File: config.mk
export PLATFORM = sky130hd
export DESIGN_NAME = sswr_ctrl
export DESIGN_NICKNAME = d
export VERILOG_FILES = /design/src/verilog/sswr_pkg.sv /design/src/verilog/sswr_ctrl.sv
export SDC_FILE = /design/constraint.sdc
export NUM_CORES = 1
export LEC_CHECK = 0
export BUFFER_PORTS_ARGS = -buffer_cell sky130_fd_sc_hd__buf_2
export CAP_MARGIN = 0
export CORE_MARGIN = 2
export CORE_UTILIZATION = 58
export CTS_CLUSTER_DIAMETER = 120
export DETAILED_ROUTE_END_ITERATION = 8
export HOLD_SLACK_MARGIN = 0.1
export MAX_ROUTING_LAYER = met4
export PLACE_DENSITY = 0.93
export SYNTH_ARGS = -nofsm -noshare
export SYNTH_HDL_FRONTEND = slang
export SYNTH_SLANG_ARGS = --single-unit
export TNS_END_PERCENT = 20
File: constraint.sdc
create_clock -name clk -period 2.69 [get_ports clk]
set_input_delay 0.538 -clock clk [delete_from_list [all_inputs] [get_ports clk]]
set_output_delay 0.538 -clock clk [all_outputs]
set_load 0.01 [all_outputs]
File: src/verilog/sswr_pkg.sv
/*
 * sswr_pkg: register map, field positions and reset values for the
 * sync/strobe control and readout window registers.
 * assumes: 8-bit serial control bus with 8-bit register addresses.
 */
package sswr_pkg;
    // ------------------------------------------------------------
    // register offsets
    // ------------------------------------------------------------
    localparam logic [7:0] SSWR_ADDR_CAPTURE_MODE   = 8'h40;
    localparam logic [7:0] SSWR_ADDR_SYNC_STROBE    = 8'h42;
    localparam logic [7:0] SSWR_ADDR_ROW_START_HI   = 8'h45;
    localparam logic [7:0] SSWR_ADDR_ROW_START_LO   = 8'h46;
    localparam logic [7:0] SSWR_ADDR_ROW_SIZE_HI    = 8'h47;
    localparam logic [7:0] SSWR_ADDR_ROW_SIZE_LO    = 8'h48;
    localparam logic [7:0] SSWR_ADDR_COL_START_HI   = 8'h49;
    localparam logic [7:0] SSWR_ADDR_COL_START_LO   = 8'h4A;
    localparam logic [7:0] SSWR_ADDR_COL_SIZE_HI    = 8'h4B;
    localparam logic [7:0] SSWR_ADDR_COL_SIZE_LO    = 8'h4C;
    // ------------------------------------------------------------
    // field positions
    // ------------------------------------------------------------
    localparam int SSWR_BIT_SYNC_REQ     = 0;
    localparam int SSWR_BIT_SYNC_HOLD    = 1;
    localparam int SSWR_BIT_SYNC_EXT     = 2;
    localparam int SSWR_BIT_STROBE_AUTO  = 3;
    localparam int SSWR_BIT_STROBE_WIDTH = 4;
    localparam int SSWR_BIT_STROBE_FORCE = 5;
    localparam int SSWR_BIT_SINGLE_FRAME = 6;
    localparam int SSWR_HI_BITS          = 3;
    localparam int SSWR_WIN_BITS         = 11;
    // ------------------------------------------------------------
    // reset values
    // ------------------------------------------------------------
    localparam logic [7:0] SSWR_RST_SYNC_STROBE  = 8'h02;
    localparam logic [7:0] SSWR_RST_CAPTURE_MODE = 8'h0A;
    localparam logic [7:0] SSWR_RST_ROW_START_LO = 8'h10;
    localparam logic [7:0] SSWR_RST_ZERO         = 8'h00;
    // ------------------------------------------------------------
    // strobe sequencer
    // ------------------------------------------------------------
    typedef enum logic [1:0] {
        SSWR_ST_IDLE = 2'b00,
        SSWR_ST_LINE = 2'b01,
        SSWR_ST_MAX  = 2'b10
    } sswr_strobe_t;
endpackage
File: src/verilog/sswr_ctrl.sv
/*
 * sswr_ctrl: sync trigger, flash strobe and readout window registers.
 * assumes: register port already decoded from the serial control bus,
 * frame timing core supplies all-rows-integrating, line tick and
 * pre-readout markers as one-cycle pulses on clk.
 */
`timescale 1ns/1ps
module sswr_ctrl
    import sswr_pkg::*;
#(
    parameter int WIN_W = SSWR_WIN_BITS
) (
    // clock and reset
    input  wire logic             clk,
    input  wire logic             rst,
    input  wire logic             clk_en,
    // register port
    input  wire logic             reg_wr,
    input  wire logic             reg_rd,
    input  wire logic [7:0]       reg_addr,
    input  wire logic [7:0]       reg_wdata,
    output logic      [7:0]       reg_rdata,
    // frame timing markers
    input  wire logic             rows_all_integrating,
    input  wire logic             line_tick,
    input  wire logic             readout_minus_line,
    // pins
    input  wire logic             ext_trigger_in,
    output logic                  frame_trigger,
    output logic                  strobe_out,
    // window to readout core
    output logic      [WIN_W-1:0] win_row_start,
    output logic      [WIN_W-1:0] win_col_start,
    output logic      [WIN_W-1:0] win_row_size,
    output logic      [WIN_W-1:0] win_col_size,
    output logic                  single_frame_rolling
);
    // ------------------------------------------------------------
    // register storage
    // ------------------------------------------------------------
    logic [7:0] capture_q;
    logic [5:1] sync_strobe_q;
    logic       sync_pulse_request_q;
    logic [2:0] row_start_hi_q;
    logic [7:0] row_start_lo_q;
    logic [2:0] row_size_hi_q;
    logic [7:0] row_size_lo_q;
    logic [2:0] col_start_hi_q;
    logic [7:0] col_start_lo_q;
    logic [2:0] col_size_hi_q;
    logic [7:0] col_size_lo_q;
    logic [7:0] rdata_q;

    // ------------------------------------------------------------
    // address decode
    // ------------------------------------------------------------
    // unmapped addresses hit nothing, so writes there are dropped
    wire wr_en = clk_en & reg_wr;
    wire hit_cap  = (reg_addr == SSWR_ADDR_CAPTURE_MODE);
    wire hit_ss   = (reg_addr == SSWR_ADDR_SYNC_STROBE);
    wire hit_rshi = (reg_addr == SSWR_ADDR_ROW_START_HI);
    wire hit_rslo = (reg_addr == SSWR_ADDR_ROW_START_LO);
    wire hit_rzhi = (reg_addr == SSWR_ADDR_ROW_SIZE_HI);
    wire hit_rzlo = (reg_addr == SSWR_ADDR_ROW_SIZE_LO);
    wire hit_cshi = (reg_addr == SSWR_ADDR_COL_START_HI);
    wire hit_cslo = (reg_addr == SSWR_ADDR_COL_START_LO);
    wire hit_czhi = (reg_addr == SSWR_ADDR_COL_SIZE_HI);
    wire hit_czlo = (reg_addr == SSWR_ADDR_COL_SIZE_LO);

    // ------------------------------------------------------------
    // control registers
    // ------------------------------------------------------------
    // capture byte kept whole, only the mode bit drives logic
    always_ff @(posedge clk) begin
        if (rst) begin
            capture_q <= SSWR_RST_CAPTURE_MODE;
        end else if (wr_en & hit_cap) begin
            capture_q <= reg_wdata;
        end
    end

    // bit 0 is not stored, it only fires the request pulse
    always_ff @(posedge clk) begin
        if (rst) begin
            sync_strobe_q <= SSWR_RST_SYNC_STROBE[5:1];
        end else if (wr_en & hit_ss) begin
            sync_strobe_q <= reg_wdata[5:1];
        end
    end

    // ------------------------------------------------------------
    // window byte registers
    // ------------------------------------------------------------
    // hi bytes keep three bits, each byte lands on its own
    // row start pair
    always_ff @(posedge clk) begin
        if (rst) begin
            row_start_hi_q <= SSWR_RST_ZERO[2:0];
        end else if (wr_en & hit_rshi) begin
            row_start_hi_q <= reg_wdata[2:0];
        end
    end

    always_ff @(posedge clk) begin
        if (rst) begin
            row_start_lo_q <= SSWR_RST_ROW_START_LO;
        end else if (wr_en & hit_rslo) begin
            row_start_lo_q <= reg_wdata;
        end
    end

    // row size pair
    always_ff @(posedge clk) begin
        if (rst) begin
            row_size_hi_q <= SSWR_RST_ZERO[2:0];
        end else if (wr_en & hit_rzhi) begin
            row_size_hi_q <= reg_wdata[2:0];
        end
    end

    always_ff @(posedge clk) begin
        if (rst) begin
            row_size_lo_q <= SSWR_RST_ZERO;
        end else if (wr_en & hit_rzlo) begin
            row_size_lo_q <= reg_wdata;
        end
    end

    // column start pair
    always_ff @(posedge clk) begin
        if (rst) begin
            col_start_hi_q <= SSWR_RST_ZERO[2:0];
        end else if (wr_en & hit_cshi) begin
            col_start_hi_q <= reg_wdata[2:0];
        end
    end

    always_ff @(posedge clk) begin
        if (rst) begin
            col_start_lo_q <= SSWR_RST_ZERO;
        end else if (wr_en & hit_cslo) begin
            col_start_lo_q <= reg_wdata;
        end
    end

    // column size pair
    always_ff @(posedge clk) begin
        if (rst) begin
            col_size_hi_q <= SSWR_RST_ZERO[2:0];
        end else if (wr_en & hit_czhi) begin
            col_size_hi_q <= reg_wdata[2:0];
        end
    end

    always_ff @(posedge clk) begin
        if (rst) begin
            col_size_lo_q <= SSWR_RST_ZERO;
        end else if (wr_en & hit_czlo) begin
            col_size_lo_q <= reg_wdata;
        end
    end

    // ------------------------------------------------------------
    // sync request pulse
    // ------------------------------------------------------------
    // frozen cycles stretch the pulse, it lasts one clk_en cycle
    // one-cycle self-clearing request
    always_ff @(posedge clk) begin
        if (rst) begin
            sync_pulse_request_q <= 1'b0;
        end else if (clk_en) begin
            sync_pulse_request_q <= wr_en & hit_ss & reg_wdata[SSWR_BIT_SYNC_REQ];
        end
    end

    // ------------------------------------------------------------
    // control field taps
    // ------------------------------------------------------------
    wire sync_hold_continuous = sync_strobe_q[SSWR_BIT_SYNC_HOLD];
    wire sync_external_allow  = sync_strobe_q[SSWR_BIT_SYNC_EXT];
    wire strobe_auto_en       = sync_strobe_q[SSWR_BIT_STROBE_AUTO];
    wire strobe_auto_wide     = sync_strobe_q[SSWR_BIT_STROBE_WIDTH];
    wire strobe_force         = sync_strobe_q[SSWR_BIT_STROBE_FORCE];

    assign single_frame_rolling = capture_q[SSWR_BIT_SINGLE_FRAME];

    // ------------------------------------------------------------
    // trigger select
    // ------------------------------------------------------------
    // pin select, else request or hold
    assign frame_trigger = sync_external_allow ? ext_trigger_in
                         : (sync_pulse_request_q | sync_hold_continuous);

    // ------------------------------------------------------------
    // strobe sequencer
    // ------------------------------------------------------------
    sswr_strobe_t st_q;
    sswr_strobe_t st_d;
    // auto strobe only in single-frame mode
    wire auto_go = strobe_auto_en & single_frame_rolling & rows_all_integrating;

    always_comb begin
        st_d = st_q;
        case (st_q)
            SSWR_ST_IDLE: begin
                if (auto_go) begin
                    st_d = strobe_auto_wide ? SSWR_ST_MAX : SSWR_ST_LINE;
                end
            end
            SSWR_ST_LINE: begin
                if (line_tick) st_d = SSWR_ST_IDLE;
            end
            SSWR_ST_MAX: begin
                if (readout_minus_line) st_d = SSWR_ST_IDLE;
            end
            default: st_d = SSWR_ST_IDLE;
        endcase
        // a mode change mid-pulse would leave the pin stuck, so abort
        if (!(strobe_auto_en & single_frame_rolling)) st_d = SSWR_ST_IDLE;
    end

    always_ff @(posedge clk) begin
        if (rst) begin
            st_q <= SSWR_ST_IDLE;
        end else if (clk_en) begin
            st_q <= st_d;
        end
    end

    // sequencer keeps running under force, so release is clean
    // force overrides auto strobe
    assign strobe_out = strobe_force | (st_q != SSWR_ST_IDLE);

    // ------------------------------------------------------------
    // window assembly
    // ------------------------------------------------------------
    // window hi/lo merge
    assign win_row_start = {row_start_hi_q, row_start_lo_q};
    assign win_col_start = {col_start_hi_q, col_start_lo_q};
    assign win_row_size  = {row_size_hi_q, row_size_lo_q};
    assign win_col_size  = {col_size_hi_q, col_size_lo_q};

    // ------------------------------------------------------------
    // read port
    // ------------------------------------------------------------
    // request bit always reads zero
    // unmapped addresses and unused sync/strobe and window hi bits read as zero, capture byte reads back whole
    logic [7:0] rd_mux;
    always_comb begin
        rd_mux = SSWR_RST_ZERO;
        if (hit_cap) begin
            rd_mux = capture_q;
        end else if (hit_ss) begin
            rd_mux = {2'b00, sync_strobe_q, 1'b0};
        end else if (hit_rshi) begin
            rd_mux = {5'b0_0000, row_start_hi_q};
        end else if (hit_rslo) begin
            rd_mux = row_start_lo_q;
        end else if (hit_rzhi) begin
            rd_mux = {5'b0_0000, row_size_hi_q};
        end else if (hit_rzlo) begin
            rd_mux = row_size_lo_q;
        end else if (hit_cshi) begin
            rd_mux = {5'b0_0000, col_start_hi_q};
        end else if (hit_cslo) begin
            rd_mux = col_start_lo_q;
        end else if (hit_czhi) begin
            rd_mux = {5'b0_0000, col_size_hi_q};
        end else if (hit_czlo) begin
            rd_mux = col_size_lo_q;
        end
    end

    // registered, so read data stands until the next read
    always_ff @(posedge clk) begin
        if (rst) begin
            rdata_q <= SSWR_RST_ZERO;
        end else if (clk_en & reg_rd) begin
            rdata_q <= rd_mux;
        end
    end

    assign reg_rdata = rdata_q;
endmodule

==> results of run 1 <==
[how the worst max path moves through the flow]
stage / from / end / slack, ns / cells past startpoint
after global routing: reg_addr[5] / row_start_lo_q[1] / 0.45 / 6
after CTS: reg_addr[5] / row_start_lo_q[7] / 0.57 / 6
after detailed placement: reg_addr[5] / row_start_lo_q[7] / 0.22 / 6
after floorplan: reg_addr[5] / reg_rdata[0] / 0.68 / 6
final: reg_addr[5] / row_start_lo_q[7] / 0.54 / 6
after global placement: reg_addr[5] / row_start_lo_q[7] / 0.30 / 6
[worst max-delay path: stages]
cell and delay (ns):
buf_2 0.11, or4b_4 0.67, nor3_4 0.47, nand2_1 0.30
nand2_1 0.16, a21oi_1 0.09
[where the power goes]
part           leakage, nW  internal, mW  switching (mW)
Clock               0.0983         0.468           0.374
Sequential           0.548          1.01         0.00231
Combinational         1.01        0.0451           0.109
Total                 1.66          1.52           0.486
[per-stage QoR]
stage	power (mW)	instance area (um^2)	hold slack (ns)	setup WS, ns
after floorplan	1.134	3329	0.4347	0.6787
after global placement	1.183	3746	0.4454	0.2989
after detailed placement	1.186	3746	0.4533	0.2151
after CTS	2.003	3936	0.4694	0.5733
after global routing	2.046	3936	0.4875	0.4520
final	2.009	3936	0.4629	0.5394
[cell families after synthesis]
logic type      count (synthesis)  synth area share (%)
compound gates                 70                 15.11
buf+inv                        29                 3.984
flops                          68                 40.89
mux                            46                 13.87
simple gates                  167                 26.16
[placed cells by master, fill, tap and decap left out, types with 3 or more instances in the layout]
cell,n
a32oi_1,3
nand3b_1,3
clkbuf_8,11
o21ai_0,8
nand2b_1,5
nand2_1,52
dfxtp_1,68
nor3_1,4
nor4_4,4
nor3_4,3
buf_2,79
a211o_1,4
buf_4,6
nor2_1,56
a211oi_2,4
o22ai_1,4
nand3_1,19
inv_1,5
nor2b_1,8
a21oi_1,29
mux2i_1,45
[flip-flops by register name, indices dropped and copies added (netlist names), 5 cells and up]
signal / cells
sync_strobe_q: 5
row_start_lo_q: 8
col_start_lo_q: 8
col_size_lo_q: 8
row_size_lo_q: 8
capture_q: 8
reg_rdata: 8
[metal layers]
layer	GRT usage [%]	vias to the layer above	share of wire, %
met2	50.50	178	48
li1	-	1487	-
met1	35.74	1508	40
met4	15.93	0	2.7
met5	-	-	0
met3	3.507	26	8.7
[area by class of cell]
class / count / area [um^2] / area share, %
Sequential cell: 68 / 1361 / 34.58
Inverter: 5 / 18.77 / 0.4768
Clock buffer: 12 / 155.1 / 3.942
Timing Repair Buffer: 85 / 440.4 / 11.19
Multi-Input combinational cell: 283 / 1836 / 46.63
Tap cell: 72 / 90.09 / 2.289
Clock inverter: 2 / 35.03 / 0.8900
==> results.sh, run 1 <==
export IMPL_outcome="completed"
export IMPL_overflow=0
export IMPL_slew_violations=0
export IMPL_yosysWarnings=0
export IMPL_num_nets_final=477
export IMPL_fin_util_pct=71.05
export IMPL_ant_nets=0
export IMPL_cts_tree="done"
export IMPL_hp_start="reg_rdata[5]"
export IMPL_fin_crit_sh_pct=79.95
export IMPL_synth_top_area_share_pct=40.89
export IMPL_drt_first_pass_iters=6
export IMPL_fin_skew_ns=0.005793
export IMPL_instances_no_fill=527
export IMPL_rows=27
export IMPL_relSlewSlack_pct=50.34
export IMPL_synth_avg_cell_area_um2=8.762
export IMPL_cts_root_buf="clkbuf_8"
export IMPL_start_kind="primary input"
export IMPL_finalSetupViolCount=0
export IMPL_synth_seq_cells=68
export IMPL_drive_above_1_share_pct=26.81
export IMPL_synthTopCellsByArea="dfxtp_1 (41%), mux2i_1 (14%), nor2_1 (6.3%)"
export IMPL_rsz0062_at_grt="no"
export IMPL_postCtsHoldBufs=0
export IMPL_dpl_cell_count=513
export IMPL_crit_fanout=12
export IMPL_postCtsSetupRepairBufs=0
export IMPL_clockBufferDepth=2
export IMPL_rrSetupSlack_ns=1.23
export IMPL_worstPathRequired_ns=2.88
export IMPL_cap_viol_max_count=0
export IMPL_finalHoldViolations=0
export IMPL_grt_first_pass_wirelength_um=14260
export IMPL_synthFlopType="dfxtp_1"
export IMPL_timing_fmax_ghz=0.4650
export IMPL_initial_utilization_pct=60.09
export IMPL_yosys_cell_count_top_type="dfxtp_1"
export IMPL_place_congestion=0.9515
export IMPL_num_vias=3199
export IMPL_fp_dieW_um=79.77
export IMPL_worstMarginPinSlew_ns=0.7449
export IMPL_cts_sinks=68
export IMPL_fin_tns_setup_ns=0
export IMPL_vdd_drop_max_uv=367.5
export IMPL_worstHoldPathType="flip-flop to flip-flop"
export IMPL_ys_seq_area_share_pct=40.89
export IMPL_hpwl_um=6440
export IMPL_portBuffers=79
export IMPL_post_drt_wl_per_cell_um=17.43
export IMPL_synth_distinct_cells=48
export IMPL_syn_area_mm2=0.003329
export IMPL_syn_nets=405
export IMPL_areaGrowthSynthToFinish_pct=18.23
export IMPL_synth_edff_count=0
export IMPL_fill_cells=444
export IMPL_numCtsBuffers=9
export IMPL_power_density_mw_per_mm2=510.4
export IMPL_critical_path_arrival_ns=2.34
export IMPL_rr_worst_depth=5
export IMPL_die_h_um=79.77
export IMPL_critPathKind="primary input to flip-flop"
export IMPL_synthTopCellsByCount="dfxtp_1 (68), nor2_1 (56), nand2_1 (52), mux2i_1 (45), a21oi_1 (29)"
export IMPL_crit_path_end_kind="flip-flop"
export IMPL_core_mm2=0.005540
export IMPL_reg2reg_to="reg_rdata[0]"
export IMPL_antenna_found_initial=0
export IMPL_drc_errors=0
export IMPL_n_antenna_cell=0
export IMPL_holdPathStages=2
export IMPL_leakage_nw=1.659
export IMPL_synth_top_cell_by_area="dfxtp_1"
export IMPL_dieArea_mm2=0.006362
export IMPL_clock_latency_ns=0.35
export IMPL_wl_um=9183
export IMPL_grt_max_degree=40
export IMPL_grt_use_total_pct=30.17
export IMPL_post_drt_via_cell_ratio=6.070
export IMPL_drtIter0Drc=293
export IMPL_hold_path_end="reg_rdata[5]"
export IMPL_ys_async_sr_fraction_pct=0
export IMPL_timing_rr_start="col_size_hi_q[0]"
export IMPL_clk_pin_slew_ns=0.07
export IMPL_period_minus_slack_ns=2.151
export IMPL_synthCells=380
export IMPL_cts_resized=0
export IMPL_pin_count=80
export IMPL_grt_pass1_vias=3033
export IMPL_h_tree_depth=3
Power figures use the tool's default switching activity.
==> run 2, diff against run 1 <==
--- a/config.mk
+++ b/config.mk
@@ -8,12 +8,12 @@
 export BUFFER_PORTS_ARGS = -buffer_cell sky130_fd_sc_hd__buf_2
 export CAP_MARGIN = 0
 export CORE_MARGIN = 2
-export CORE_UTILIZATION = 58
+export CORE_UTILIZATION = 48
 export CTS_CLUSTER_DIAMETER = 120
 export DETAILED_ROUTE_END_ITERATION = 8
 export HOLD_SLACK_MARGIN = 0.1
 export MAX_ROUTING_LAYER = met4
-export PLACE_DENSITY = 0.93
+export PLACE_DENSITY = 0.84
 export SYNTH_ARGS = -nofsm -noshare
 export SYNTH_HDL_FRONTEND = slang
 export SYNTH_SLANG_ARGS = --single-unit
==> constraint.sdc (replaced) <==
create_clock -name clk -period 1.95 [get_ports clk]
set_input_delay 0.39 -clock clk [delete_from_list [all_inputs] [get_ports clk]]
set_output_delay 0.39 -clock clk [all_outputs]
set_load 0.01 [all_outputs]
==> run 2 against run 1 <==
  * Global-route usage shrank 3.5 points
  * Cell count grew 7.0%
  * Largest power group unchanged
  * Sequential cell count is the same
  * Hold slack lost 0.12 ns
==> results.sh, run 2 (synthesis results as in run 1) <==
export IMPL_post_drt_via_cell_ratio=5.722
export IMPL_worstHoldPathType="primary input to flip-flop"
export IMPL_numCtsBuffers=9
export IMPL_overflow=0
export IMPL_die_h_um=87.29
export IMPL_cts_sinks=68
export IMPL_dieArea_mm2=0.007619
export IMPL_fin_util_pct=61.30
export IMPL_timing_rr_start="st_q[1]"
export IMPL_crit_family="simple AND/OR/NAND/NOR gates"
export IMPL_fill_cells=603
export IMPL_rows=30
export IMPL_instances_no_fill=564
export IMPL_multi_input_area_mm2=0.001836
export IMPL_drt_first_pass_iters=5
export IMPL_clockBufferDepth=2
export IMPL_internal_power_mw=1.965
export IMPL_cap_viol_max_count=0
export IMPL_cpPeakStageDelay_ns=0.29
export IMPL_final_common_cell="buf_2"
export IMPL_power_switching_uw=690.6
export IMPL_hp_start="reg_wdata[7]"
export IMPL_crit_path_start="reg_addr[5]"
export IMPL_core_mm2=0.006756
export IMPL_ant_nets=0
export IMPL_relSlewSlack_pct=61.29
export IMPL_clk_pin_slew_ns=0.07
export IMPL_grt_pass1_vias=3071
export IMPL_post_drt_wl_per_cell_um=16.64
export IMPL_clkPwrFrac_pct=38.5
export IMPL_rsz0062_at_grt="no"
export IMPL_crit_path_end_kind="flip-flop"
export IMPL_critical_path_arrival_ns=1.95
export IMPL_path_buf_inv=4
export IMPL_pin_count=80
export IMPL_drtIter0Drc=208
export IMPL_cp_common_cell="buf_4"
export IMPL_wl_um=9386
export IMPL_drc_errors=0
export IMPL_critPathKind="primary input to flip-flop"
export IMPL_slew_violations=0
export IMPL_areaGrowthSynthToFinish_pct=24.39
export IMPL_initial_utilization_pct=49.28
export IMPL_h_tree_depth=3
export IMPL_cts_resized=0
export IMPL_crit_chain="buf_2 > buf_4 > nor4b_2 > buf_4 > nand2_1 > nor2_2 > buf_4 > mux2i_1 > nor2_1"
export IMPL_fin_tns_setup_ns=0
export IMPL_cts_tree="done"
export IMPL_dpl_cell_count=548
export IMPL_power_density_mw_per_mm2=641.3
export IMPL_n_antenna_cell=0
export IMPL_fp_dieW_um=87.29
export IMPL_p_sw_share_pct=26.00
export IMPL_timing_fmax_ghz=0.5789
export IMPL_grt_first_pass_wirelength_um=15150
export IMPL_outcome="completed"
export IMPL_grt_max_degree=32
export IMPL_clock_latency_ns=0.35
export IMPL_seqCellArea_mm2=0.001361
export IMPL_grt_use_total_pct=26.63
export IMPL_worstPathRequired_ns=2.17
export IMPL_place_congestion=0.9871
export IMPL_crit_fanout=11
export IMPL_start_kind="primary input"
export IMPL_portBuffers=79
export IMPL_num_vias=3227
export IMPL_period_minus_slack_ns=1.727
export IMPL_finalHoldViolations=0
export IMPL_postCtsSetupRepairBufs=0
export IMPL_seqPwrFrac_pct=52.6
export IMPL_vdd_drop_max_uv=441.2
export IMPL_cts_root_buf="clkbuf_8"
export IMPL_cp_slowest_cell="nor4b_2"
export IMPL_final_cell_mix="buf_2 (79), dfxtp_1 (68), nor2_1 (56)"
export IMPL_hpwl_um=7027
export IMPL_fin_crit_sh_pct=88.59
export IMPL_combinationalPowerShare_pct=8.9
export IMPL_leakage_nw=1.780
export IMPL_postCtsHoldBufs=0
export IMPL_drive_above_1_share_pct=30.99
export IMPL_fin_skew_ns=0.005377
export IMPL_num_nets_final=504
export IMPL_worstMarginPinSlew_ns=0.5806
export IMPL_finalSetupViolCount=0
export IMPL_antenna_found_initial=0
==> run 2: path summary, 6_finish.rpt <==
check	cells after the start	slack (ns)	end
worst max-delay path	9	0.22	sync_strobe_q[4]
worst min-delay path	3	0.34	col_start_lo_q[7]
worst max register to register	5	0.50	st_q[0]
worst min register to register	2	0.46	reg_rdata[5]
==> run 2: cell type report <==
type	instances	share of cell area, %
multi-input combinational	283	44.32
sequential	68	32.87
timing repair buffer	112	15.83
clock buffer	12	3.505
tap	80	2.417
clock inverter	4	0.6042
inverter	5	0.4532
==> run 2: metal layers <==
metal  vias up  wire, um  global-route usage, %
met5         -         0                      -
met3        22       658                  4.550
met2       151      4420                  39.60
met4         0       266                  13.43
li1       1538         -                      -
met1      1516      4041                  34.80
==> run 2: stage by stage <==
stage	area (um^2)	hold slack [ns]	setup slack, ns	total power [mW]
finish	4141	0.3390	0.2226	2.656
global route	4141	0.3354	0.03188	2.751
CTS	4141	0.3271	0.2089	2.670
detailed placement	3971	0.4483	-0.1559	1.663
global placement	3971	0.4428	-0.08157	1.659
floorplan	3329	0.4347	0.08668	1.565
==> run 2: worst register-to-register path, stage by stage, from the launching register on <==
cell	delay, ns
dfxtp_1	0.43
mux2i_1	0.21
mux2i_1	0.09
o21ai_0	0.31
mux2i_1	0.24
nor2_1	0.05
==> run 2: power by group through the flow <==
| stage | combinational (mW) | sequential [mW] | clock [mW] |
|---|---|---|---|
| after global placement | 0.230 | 1.43 | 0 |
| final | 0.237 | 1.40 | 1.02 |
| after global routing | 0.256 | 1.40 | 1.10 |
| after floorplan | 0.134 | 1.43 | 0 |
| after detailed placement | 0.234 | 1.43 | 0 |
| after CTS | 0.235 | 1.40 | 1.04 |
